**src/rtl/prd_cfg.svh**
```systemverilog
`ifndef PRD_CFG_SVH
`define PRD_CFG_SVH

`define PRD_OFS_CHK_BASE 8'h60
`define PRD_OFS_CHK_MASK 8'h68
`define PRD_OFS_STL_BASE 8'h70
`define PRD_OFS_STL_MASK 8'h78

`define PRD_ADDR_HI      39
`define PRD_ADDR_LO      19
`define PRD_RSV_HI       63
`define PRD_RSV_LO       40
`define PRD_ENABLE_BIT   11
`define PRD_LOCK_BIT     10

`define PRD_FIELD_RST    21'h000000
`define PRD_FLAG_RST     1'b0

`endif

```
**src/rtl/prd_pkg.sv**
```systemverilog
package prd_pkg;
  typedef logic [20:0] prd_field_t;
  typedef logic [39:0] prd_addr_t;
  typedef logic [63:0] prd_qword_t;
  typedef enum logic {PRD_WIN_CHECK, PRD_WIN_STOLEN} prd_win_t;
endpackage

```
**src/rtl/prd_window.sv**
```systemverilog
`timescale 1ns/1ps
`default_nettype none
`include "prd_cfg.svh"
// one protected window: base and mask pair with enable and lock
module prd_window (
  input  wire logic               clk,
  input  wire logic               rst_n,
  input  wire logic               base_wr,
  input  wire logic               mask_wr,
  input  wire prd_pkg::prd_qword_t wdata,
  input  wire prd_pkg::prd_addr_t  addr,
  output var  prd_pkg::prd_field_t base_q,
  output var  prd_pkg::prd_field_t mask_q,
  output var  logic               enable_q,
  output var  logic               lock_q,
  output var  logic               hit
);
  prd_pkg::prd_field_t base_ff;
  prd_pkg::prd_field_t mask_ff;
  logic                enable_ff;
  logic                lock_ff;
  wire                 base_take;
  wire                 mask_take;
  prd_pkg::prd_field_t addr_field;

  // a set lock freezes both registers, lock included, until reset
  assign base_take  = base_wr & ~lock_ff;
  assign mask_take  = mask_wr & ~lock_ff;
  assign addr_field = addr[`PRD_ADDR_HI:`PRD_ADDR_LO];

  always_ff @(posedge clk) begin
    if (!rst_n) begin
      base_ff   <= `PRD_FIELD_RST;
      mask_ff   <= `PRD_FIELD_RST;
      enable_ff <= `PRD_FLAG_RST;
      lock_ff   <= `PRD_FLAG_RST;
    end else begin
      if (base_take) begin
        base_ff <= wdata[`PRD_ADDR_HI:`PRD_ADDR_LO];
      end
      if (mask_take) begin
        mask_ff   <= wdata[`PRD_ADDR_HI:`PRD_ADDR_LO];
        enable_ff <= wdata[`PRD_ENABLE_BIT];
        lock_ff   <= wdata[`PRD_LOCK_BIT];
      end
    end
  end

  assign base_q   = base_ff;
  assign mask_q   = mask_ff;
  assign enable_q = enable_ff;
  assign lock_q   = lock_ff;
  // masked compare; no alignment check, misaligned bases simply match oddly
  assign hit = enable_ff & ((addr_field & mask_ff) == (base_ff & mask_ff));
endmodule
`default_nettype wire

```
**src/rtl/prd_decoder.sv**
```systemverilog
`timescale 1ns/1ps
`default_nettype none
`include "prd_cfg.svh"
module prd_decoder (
  input  wire logic                MCLK,
  input  wire logic                RESETN,
  input  wire logic [7:0]          CFG_ADDR,
  input  wire logic                CFG_WR,
  input  wire logic                CFG_RD,
  input  wire prd_pkg::prd_qword_t CFG_WDATA,
  output var  prd_pkg::prd_qword_t CFG_RDATA,
  output var  logic                CFG_RVALID,
  input  wire logic                CORE_REQ,
  input  wire prd_pkg::prd_addr_t  CORE_ADDR,
  output var  logic                CORE_DONE,
  output var  logic                CORE_ABORT,
  input  wire logic                CHIP_REQ,
  input  wire prd_pkg::prd_addr_t  CHIP_ADDR,
  output var  logic                CHIP_DONE,
  output var  logic                CHIP_ABORT,
  output var  logic                MACHINE_CHECK
);
  localparam int NWIN = 2;

  wire                 base_wr [NWIN];
  wire                 mask_wr [NWIN];
  prd_pkg::prd_addr_t  win_addr [NWIN];
  prd_pkg::prd_field_t base_q [NWIN];
  prd_pkg::prd_field_t mask_q [NWIN];
  logic                enable_q [NWIN];
  logic                lock_q [NWIN];
  logic                hit [NWIN];

  prd_pkg::prd_qword_t rdata_ff;
  logic                rvalid_ff;
  logic                core_done_ff;
  logic                core_abort_ff;
  logic                chip_done_ff;
  logic                chip_abort_ff;
  logic                mcheck_ff;
  prd_pkg::prd_qword_t nxt_rdata;

  // decode: qword registers, so only exact offsets are mapped
  assign base_wr[prd_pkg::PRD_WIN_CHECK]  = CFG_WR & (CFG_ADDR == `PRD_OFS_CHK_BASE);
  assign mask_wr[prd_pkg::PRD_WIN_CHECK]  = CFG_WR & (CFG_ADDR == `PRD_OFS_CHK_MASK);
  assign base_wr[prd_pkg::PRD_WIN_STOLEN] = CFG_WR & (CFG_ADDR == `PRD_OFS_STL_BASE);
  assign mask_wr[prd_pkg::PRD_WIN_STOLEN] = CFG_WR & (CFG_ADDR == `PRD_OFS_STL_MASK);
  // the check segment guards chipset traffic, the stolen range guards core traffic
  assign win_addr[prd_pkg::PRD_WIN_CHECK]  = CHIP_ADDR;
  assign win_addr[prd_pkg::PRD_WIN_STOLEN] = CORE_ADDR;

  genvar w;
  generate
    for (w = 0; w < NWIN; w++) begin : g_win
      prd_window u_win (
        .clk      (MCLK),
        .rst_n    (RESETN),
        .base_wr  (base_wr[w]),
        .mask_wr  (mask_wr[w]),
        .wdata    (CFG_WDATA),
        .addr     (win_addr[w]),
        .base_q   (base_q[w]),
        .mask_q   (mask_q[w]),
        .enable_q (enable_q[w]),
        .lock_q   (lock_q[w]),
        .hit      (hit[w])
      );
    end
  endgenerate

  wire prd_pkg::prd_qword_t chk_base_rd;
  wire prd_pkg::prd_qword_t chk_mask_rd;
  wire prd_pkg::prd_qword_t stl_base_rd;
  wire prd_pkg::prd_qword_t stl_mask_rd;

  // reserved bits read zero
  assign chk_base_rd = {24'h000000, base_q[prd_pkg::PRD_WIN_CHECK], 19'h00000};
  assign chk_mask_rd = {24'h000000, mask_q[prd_pkg::PRD_WIN_CHECK], 7'h00,
                        enable_q[prd_pkg::PRD_WIN_CHECK], lock_q[prd_pkg::PRD_WIN_CHECK],
                        10'h000};
  assign stl_base_rd = {24'h000000, base_q[prd_pkg::PRD_WIN_STOLEN], 19'h00000};
  assign stl_mask_rd = {24'h000000, mask_q[prd_pkg::PRD_WIN_STOLEN], 7'h00,
                        enable_q[prd_pkg::PRD_WIN_STOLEN], lock_q[prd_pkg::PRD_WIN_STOLEN],
                        10'h000};

  // unmapped offsets read zero
  assign nxt_rdata = (CFG_ADDR == `PRD_OFS_CHK_BASE) ? chk_base_rd :
                     (CFG_ADDR == `PRD_OFS_CHK_MASK) ? chk_mask_rd :
                     (CFG_ADDR == `PRD_OFS_STL_BASE) ? stl_base_rd :
                     (CFG_ADDR == `PRD_OFS_STL_MASK) ? stl_mask_rd :
                     64'h0000000000000000;

  always_ff @(posedge MCLK) begin
    if (!RESETN) begin
      rdata_ff  <= 64'h0000000000000000;
      rvalid_ff <= 1'b0;
    end else begin
      rvalid_ff <= CFG_RD;
      if (CFG_RD) begin
        rdata_ff <= nxt_rdata;
      end
    end
  end

  // verdict one cycle after the request; address is only looked at with its request
  always_ff @(posedge MCLK) begin
    if (!RESETN) begin
      core_done_ff  <= 1'b0;
      core_abort_ff <= 1'b0;
      chip_done_ff  <= 1'b0;
      chip_abort_ff <= 1'b0;
      mcheck_ff     <= 1'b0;
    end else begin
      core_done_ff  <= CORE_REQ;
      core_abort_ff <= CORE_REQ & hit[prd_pkg::PRD_WIN_STOLEN];
      chip_done_ff  <= CHIP_REQ;
      chip_abort_ff <= CHIP_REQ & hit[prd_pkg::PRD_WIN_CHECK];
      mcheck_ff     <= CHIP_REQ & hit[prd_pkg::PRD_WIN_CHECK];
    end
  end

  assign CFG_RDATA     = rdata_ff;
  assign CFG_RVALID    = rvalid_ff;
  assign CORE_DONE     = core_done_ff;
  assign CORE_ABORT    = core_abort_ff;
  assign CHIP_DONE     = chip_done_ff;
  assign CHIP_ABORT    = chip_abort_ff;
  assign MACHINE_CHECK = mcheck_ff;

  wire prd_pkg::prd_field_t chip_f = CHIP_ADDR[`PRD_ADDR_HI:`PRD_ADDR_LO];
  wire prd_pkg::prd_field_t core_f = CORE_ADDR[`PRD_ADDR_HI:`PRD_ADDR_LO];
  wire chip_in = (((chip_f ^ base_q[0]) & mask_q[0]) == 21'h000000);
  wire core_in = (((core_f ^ base_q[1]) & mask_q[1]) == 21'h000000);
  wire core_guard = enable_q[1] && core_in;
  wire prd_pkg::prd_field_t wr_field = CFG_WDATA[`PRD_ADDR_HI:`PRD_ADDR_LO];
  wire wr_enable = CFG_WDATA[`PRD_ENABLE_BIT];
endmodule
`default_nettype wire

```
**config.mk**
```make
export PLATFORM = sky130hd
export DESIGN_NAME = prd_decoder
export DESIGN_NICKNAME = d
export VERILOG_FILES = /design/src/rtl/prd_pkg.sv /design/src/rtl/prd_window.sv /design/src/rtl/prd_decoder.sv
export VERILOG_INCLUDE_DIRS = /design/src /design/src/rtl
export SDC_FILE = /design/constraint.sdc
export NUM_CORES = 1
export LEC_CHECK = 0
export ABC_AREA = 1
export BUFFER_PORTS_ARGS = -buffer_cell sky130_fd_sc_hd__buf_2
export CAP_MARGIN = 25
export CORE_MARGIN = 2
export CORE_UTILIZATION = 40
export CTS_BUF_LIST = sky130_fd_sc_hd__clkbuf_4 sky130_fd_sc_hd__clkbuf_8
export DETAILED_ROUTE_END_ITERATION = 10
export PLACE_DENSITY = 0.65
export RECOVER_POWER = 100
export SYNTH_ARGS = -nofsm -noshare
export SYNTH_HDL_FRONTEND = slang
export SYNTH_SLANG_ARGS = --single-unit
export TNS_END_PERCENT = 20
```
**constraint.sdc**
```tcl
create_clock -name MCLK -period 1.35 [get_ports MCLK]
set_input_delay 0.27 -clock MCLK [delete_from_list [all_inputs] [get_ports MCLK]]
set_output_delay 0.27 -clock MCLK [all_outputs]
set_load 0.02 [all_outputs]
```
==> run_summary.xml <==
<?xml version="1.0" encoding="UTF-8"?>
<metrics>
  <group name="outcome">
    <metric name="status" unit="">completed</metric>
  </group>
  <group name="timing">
    <metric name="finClkSkew" unit="ps">10.1</metric>
    <metric name="achievable-frequency" unit="MHz">791</metric>
    <metric name="post-route-min-period" unit="ps">1260</metric>
    <metric name="setup_violations" unit="">0</metric>
    <metric name="final_critical_path_setup_slack" unit="ps">85.2</metric>
    <metric name="maxSlewViolCount" unit="">0</metric>
    <metric name="finalHoldViolations" unit="">0</metric>
    <metric name="rsz0062_at_grt" unit="">false</metric>
    <metric name="period_share" unit="">0.937</metric>
  </group>
  <group name="layout">
    <metric name="area_growth_syn_to_layout" unit="%">17.7</metric>
    <metric name="diode_count" unit="">0</metric>
    <metric name="drive_gt1_frac" unit="">0.180</metric>
    <metric name="nets" unit="">1130</metric>
    <metric name="fillerInstances" unit="">1518</metric>
    <metric name="final_core_utilization" unit="">0.480</metric>
  </group>
  <group name="route">
    <metric name="drt-wirelength-per-cell" unit="microns">14.2</metric>
    <metric name="met3_length" unit="microns">1300</metric>
    <metric name="ant_nets" unit="">0</metric>
    <metric name="drt_iter0_drc" unit="">507</metric>
    <metric name="detailroute.wirelength.met2" unit="microns">6880</metric>
    <metric name="totalWireLength" unit="microns">16600</metric>
    <metric name="route.top_layer_used" unit="">met4</metric>
    <metric name="dr_total_vias" unit="">5724</metric>
    <metric name="drt_drc_violations_left" unit="">0</metric>
    <metric name="routedLengthMet1" unit="microns">8230</metric>
    <metric name="detailedRoute.firstPassIterationCount" unit="">5</metric>
    <metric name="vias_per_instance" unit="">4.90</metric>
  </group>
  <group name="yosys">
    <metric name="syn-cell-area" unit="sq mm">0.00590</metric>
    <metric name="postSynthCellCount" unit="">866</metric>
    <metric name="synth_warn" unit="">0</metric>
    <metric name="sequential_cell_area_fraction_in_the_yosys_report" unit="">0.393</metric>
    <metric name="synth_cell_types" unit="">27</metric>
    <metric name="synth-seq-cells" unit="">116</metric>
    <metric name="syn_area_per_cell" unit="sq um">6.82</metric>
  </group>
  <group name="min_path">
    <metric name="min_path_type" unit="">in -&gt; reg</metric>
  </group>
  <group name="cts">
    <metric name="clock_sink_count" unit="">116</metric>
    <metric name="tritoncts_clock_tree" unit="">built</metric>
    <metric name="cts-htree-levels" unit="">4</metric>
    <metric name="cts_setup_buffers" unit="">0</metric>
    <metric name="cts-buffers-inserted" unit="">17</metric>
    <metric name="ctsLongestPathBuffers" unit="">2</metric>
    <metric name="postCtsHoldBufs" unit="">0</metric>
    <metric name="clock_tree.root_cell" unit="">sky130_fd_sc_hd__clkbuf_8</metric>
    <metric name="cts.reportedPaths.clkPinSlew" unit="ps">80</metric>
    <metric name="cts-resized-gates" unit="">0</metric>
    <metric name="insertion_delay_of_the_later_clocked_pin_in_the_worst_skew_pair" unit="ps">430</metric>
  </group>
  <group name="placement">
    <metric name="pre_cts_ws" unit="ps">-119</metric>
    <metric name="gp_congestion" unit="">0.915</metric>
    <metric name="portBuffers" unit="">107</metric>
    <metric name="place.detailed.hpwl" unit="microns">12600</metric>
  </group>
  <group name="power_and_ir_drop">
    <metric name="combPwrFrac" unit="">0.074</metric>
    <metric name="total_switching_power" unit="uW">1960</metric>
    <metric name="power.leakage" unit="uW">0.00274</metric>
    <metric name="cell_internal_pwr" unit="uW">5620</metric>
    <metric name="power.share.clock" unit="">0.473</metric>
    <metric name="power.density" unit="mW/mm^2">1090</metric>
    <metric name="irDropWorstVdd" unit="V">0.000495</metric>
    <metric name="seqPwrFrac" unit="">0.453</metric>
    <metric name="switching_power_as_a_share_of_total_power" unit="">0.259</metric>
    <metric name="power.total" unit="uW">7580</metric>
  </group>
  <group name="grt">
    <metric name="first_global_vias" unit="">4883</metric>
    <metric name="first_pass_grt_wire_length" unit="microns">25900</metric>
    <metric name="grt_antenna_before_repair" unit="">0</metric>
    <metric name="groute.usage.overall" unit="">0.208</metric>
    <metric name="overflow" unit="">0</metric>
    <metric name="grt_start_max_net_pins" unit="">61</metric>
  </group>
  <group name="floorplanning">
    <metric name="area_of_the_die" unit="sq mm">0.0157</metric>
    <metric name="initial_utilization" unit="">0.408</metric>
    <metric name="dieHeight" unit="microns">125</metric>
    <metric name="io_pins" unit="">228</metric>
    <metric name="dieWidth" unit="microns">125</metric>
    <metric name="core.rowCount" unit="">44</metric>
    <metric name="core-area" unit="sq mm">0.0145</metric>
  </group>
  <group name="setup_path">
    <metric name="crit_path_start_kind" unit="">flop</metric>
    <metric name="timing.critical_path.arrival" unit="ps">990</metric>
    <metric name="critical_path.max_stage_delay" unit="ps">340</metric>
    <metric name="required_time_of_the_critical_path" unit="ps">1080</metric>
    <metric name="crit_slowest_cell" unit="">sky130_fd_sc_hd__dfxtp_1</metric>
    <metric name="timing.critical_path.cells" unit="">clkbuf_1</metric>
    <metric name="critical_path_buf_inv_count" unit="">1</metric>
    <metric name="worst_path_dominant_cell_family" unit="">flip-flops</metric>
    <metric name="critical_path.max_fanout" unit="">2</metric>
    <metric name="critical_path_class" unit="">reg -&gt; out</metric>
    <metric name="critical_path_sink_type" unit="">output pin</metric>
  </group>
  <group name="flow_run">
    <metric name="maxCapViolations" unit="">0</metric>
  </group>
</metrics>
-- worst paths after layout --
path	startpoint	endpoint	slack [ps]	depth (start not counted)
hold / removal	CHIP_REQ	CHIP_DONE	50	3
setup / recovery	CFG_RDATA[29]	CFG_RDATA[29]	90	1
setup reg to reg	g_win[0].u_win.lock_q	g_win[0].u_win.mask_q[20]	130	5
hold reg to reg	CFG_RDATA[39]	CFG_RDATA[39]	470	2
-- final cells by class --
type                    instances  area, sq um  area share
well taps                     184          230      0.0331
inverters                      78          293      0.0422
flip-flops and latches        116         2320       0.334
clock buffers                  17          234      0.0337
multi-input cells             621         2870       0.413
repair buffers                138          796       0.115
clock inverters                15          205      0.0295
-- metal layers --
metal,global-route usage,up-vias
met2,0.293,214
met5,0,-
met3,0.0424,10
met1,0.316,2509
li1,-,2991
met4,0.0621,0
-- layout by cell type, fill, tap and decap left out --
| master | netlist | routed |
|---|---|---|
| sky130_fd_sc_hd__a21oi_1 | 136 | 136 |
| sky130_fd_sc_hd__clkbuf_2 | 0 | 20 |
| sky130_fd_sc_hd__inv_1 | 67 | 70 |
| sky130_fd_sc_hd__o22ai_1 | 1 | 1 |
| sky130_fd_sc_hd__clkinv_2 | 0 | 2 |
| sky130_fd_sc_hd__o2111ai_1 | 3 | 3 |
| sky130_fd_sc_hd__buf_12 | 0 | 5 |
| sky130_fd_sc_hd__clkinvlp_4 | 0 | 3 |
| sky130_fd_sc_hd__buf_2 | 20 | 77 |
| sky130_fd_sc_hd__clkbuf_1 | 22 | 16 |
| sky130_fd_sc_hd__inv_2 | 10 | 7 |
| sky130_fd_sc_hd__nand4_1 | 2 | 2 |
| sky130_fd_sc_hd__nand2_1 | 173 | 175 |
| sky130_fd_sc_hd__or2_2 | 6 | 6 |
| sky130_fd_sc_hd__buf_4 | 44 | 17 |
| sky130_fd_sc_hd__o21a_1 | 2 | 2 |
| sky130_fd_sc_hd__dfxtp_1 | 116 | 116 |
| sky130_fd_sc_hd__clkbuf_4 | 0 | 3 |
| sky130_fd_sc_hd__clkinv_1 | 1 | 1 |
| sky130_fd_sc_hd__nor2_8 | 1 | 1 |
| sky130_fd_sc_hd__nor2_4 | 4 | 4 |
| sky130_fd_sc_hd__xor2_1 | 1 | 1 |
| sky130_fd_sc_hd__clkbuf_8 | 0 | 17 |
| sky130_fd_sc_hd__o21ai_1 | 42 | 20 |
| sky130_fd_sc_hd__nand2_2 | 7 | 5 |
| sky130_fd_sc_hd__o21ai_0 | 72 | 94 |
| sky130_fd_sc_hd__nor2_1 | 40 | 40 |
| sky130_fd_sc_hd__nand3_1 | 88 | 89 |
| sky130_fd_sc_hd__conb_1 | 1 | 41 |
| sky130_fd_sc_hd__bufinv_16 | 0 | 4 |
| sky130_fd_sc_hd__clkinv_4 | 0 | 3 |
| sky130_fd_sc_hd__inv_6 | 0 | 3 |
| sky130_fd_sc_hd__nor3_1 | 1 | 1 |
-- cell usage after synthesis --
master / count / share of area
sky130_fd_sc_hd__a21oi_1: 136 / 0.12
sky130_fd_sc_hd__buf_1: 1 / 0.00064
sky130_fd_sc_hd__buf_2: 20 / 0.017
sky130_fd_sc_hd__buf_4: 44 / 0.056
sky130_fd_sc_hd__buf_6: 4 / 0.0076
sky130_fd_sc_hd__clkbuf_1: 22 / 0.014
sky130_fd_sc_hd__clkinv_1: 1 / 0.00064
sky130_fd_sc_hd__conb_1: 1 / 0.00064
sky130_fd_sc_hd__dfxtp_1: 116 / 0.39
sky130_fd_sc_hd__inv_1: 67 / 0.043
sky130_fd_sc_hd__inv_2: 10 / 0.0064
sky130_fd_sc_hd__nand2_1: 173 / 0.11
sky130_fd_sc_hd__nand2_2: 7 / 0.0074
sky130_fd_sc_hd__nand3_1: 88 / 0.075
sky130_fd_sc_hd__nand3_2: 1 / 0.0017
sky130_fd_sc_hd__nand4_1: 2 / 0.0021
sky130_fd_sc_hd__nor2_1: 40 / 0.025
sky130_fd_sc_hd__nor2_4: 4 / 0.0076
sky130_fd_sc_hd__nor2_8: 1 / 0.0034
sky130_fd_sc_hd__nor3_1: 1 / 0.00085
sky130_fd_sc_hd__o2111ai_1: 3 / 0.0045
sky130_fd_sc_hd__o21a_1: 2 / 0.0025
sky130_fd_sc_hd__o21ai_0: 72 / 0.061
sky130_fd_sc_hd__o21ai_1: 42 / 0.036
sky130_fd_sc_hd__o22ai_1: 1 / 0.0011
sky130_fd_sc_hd__or2_2: 6 / 0.0064
sky130_fd_sc_hd__xor2_1: 1 / 0.0015
-- flip-flops by register name (all words and copies together) (netlist names) --
register and count:
g_win.u_win.enable_q 2, g_win.u_win.lock_q 2, CORE_DONE 1, MACHINE_CHECK 1
g_win.u_win.mask_q 42, CORE_ABORT 1, g_win.u_win.base_q 42, CFG_RDATA 23
CFG_RVALID 1, CHIP_DONE 1
-- kinds of logic (layout without fill, tap and decap cells) --
family | Yosys count | count (layout) | share of synthesized area
AO/OA/AOI/OAI | 256 | 256 | 0.220
XOR/XNOR | 1 | 1 | 0.00148
buffers and inverters | 169 | 248 | 0.145
flip-flops | 116 | 116 | 0.393
other | 1 | 41 | 0.000635
AND/OR/NAND/NOR | 323 | 323 | 0.240
-- power groups by stage --
stage | Clock [uW] | Sequential (uW) | Combinational (uW)
3_3_place_gp | 0 | 3510 | 565
4_1_cts | 3620 | 3430 | 566
5_1_grt | 3800 | 3430 | 609
3_5_place_dp | 0 | 3510 | 565
2_1_floorplan | 0 | 3520 | 393
6_report | 3590 | 3430 | 560
-- metrics by stage --
| step | hold slack (ps) | setup TNS (ps) | std cells | instance area [sq um] |
|---|---|---|---|---|
| 2_1_floorplan | 363 | 0 | 906 | 6050 |
| 5_1_grt | 67.4 | 0 | 1169 | 6950 |
| 3_5_place_dp | 457 | -4380 | 1137 | 6590 |
| 4_1_cts | 36.3 | 0 | 1169 | 7030 |
| 6_report | 52.3 | 0 | 1169 | 6950 |
| 3_3_place_gp | 452 | -3550 | 1137 | 6590 |
No activity file was read; power rests on OpenSTA's default activity.
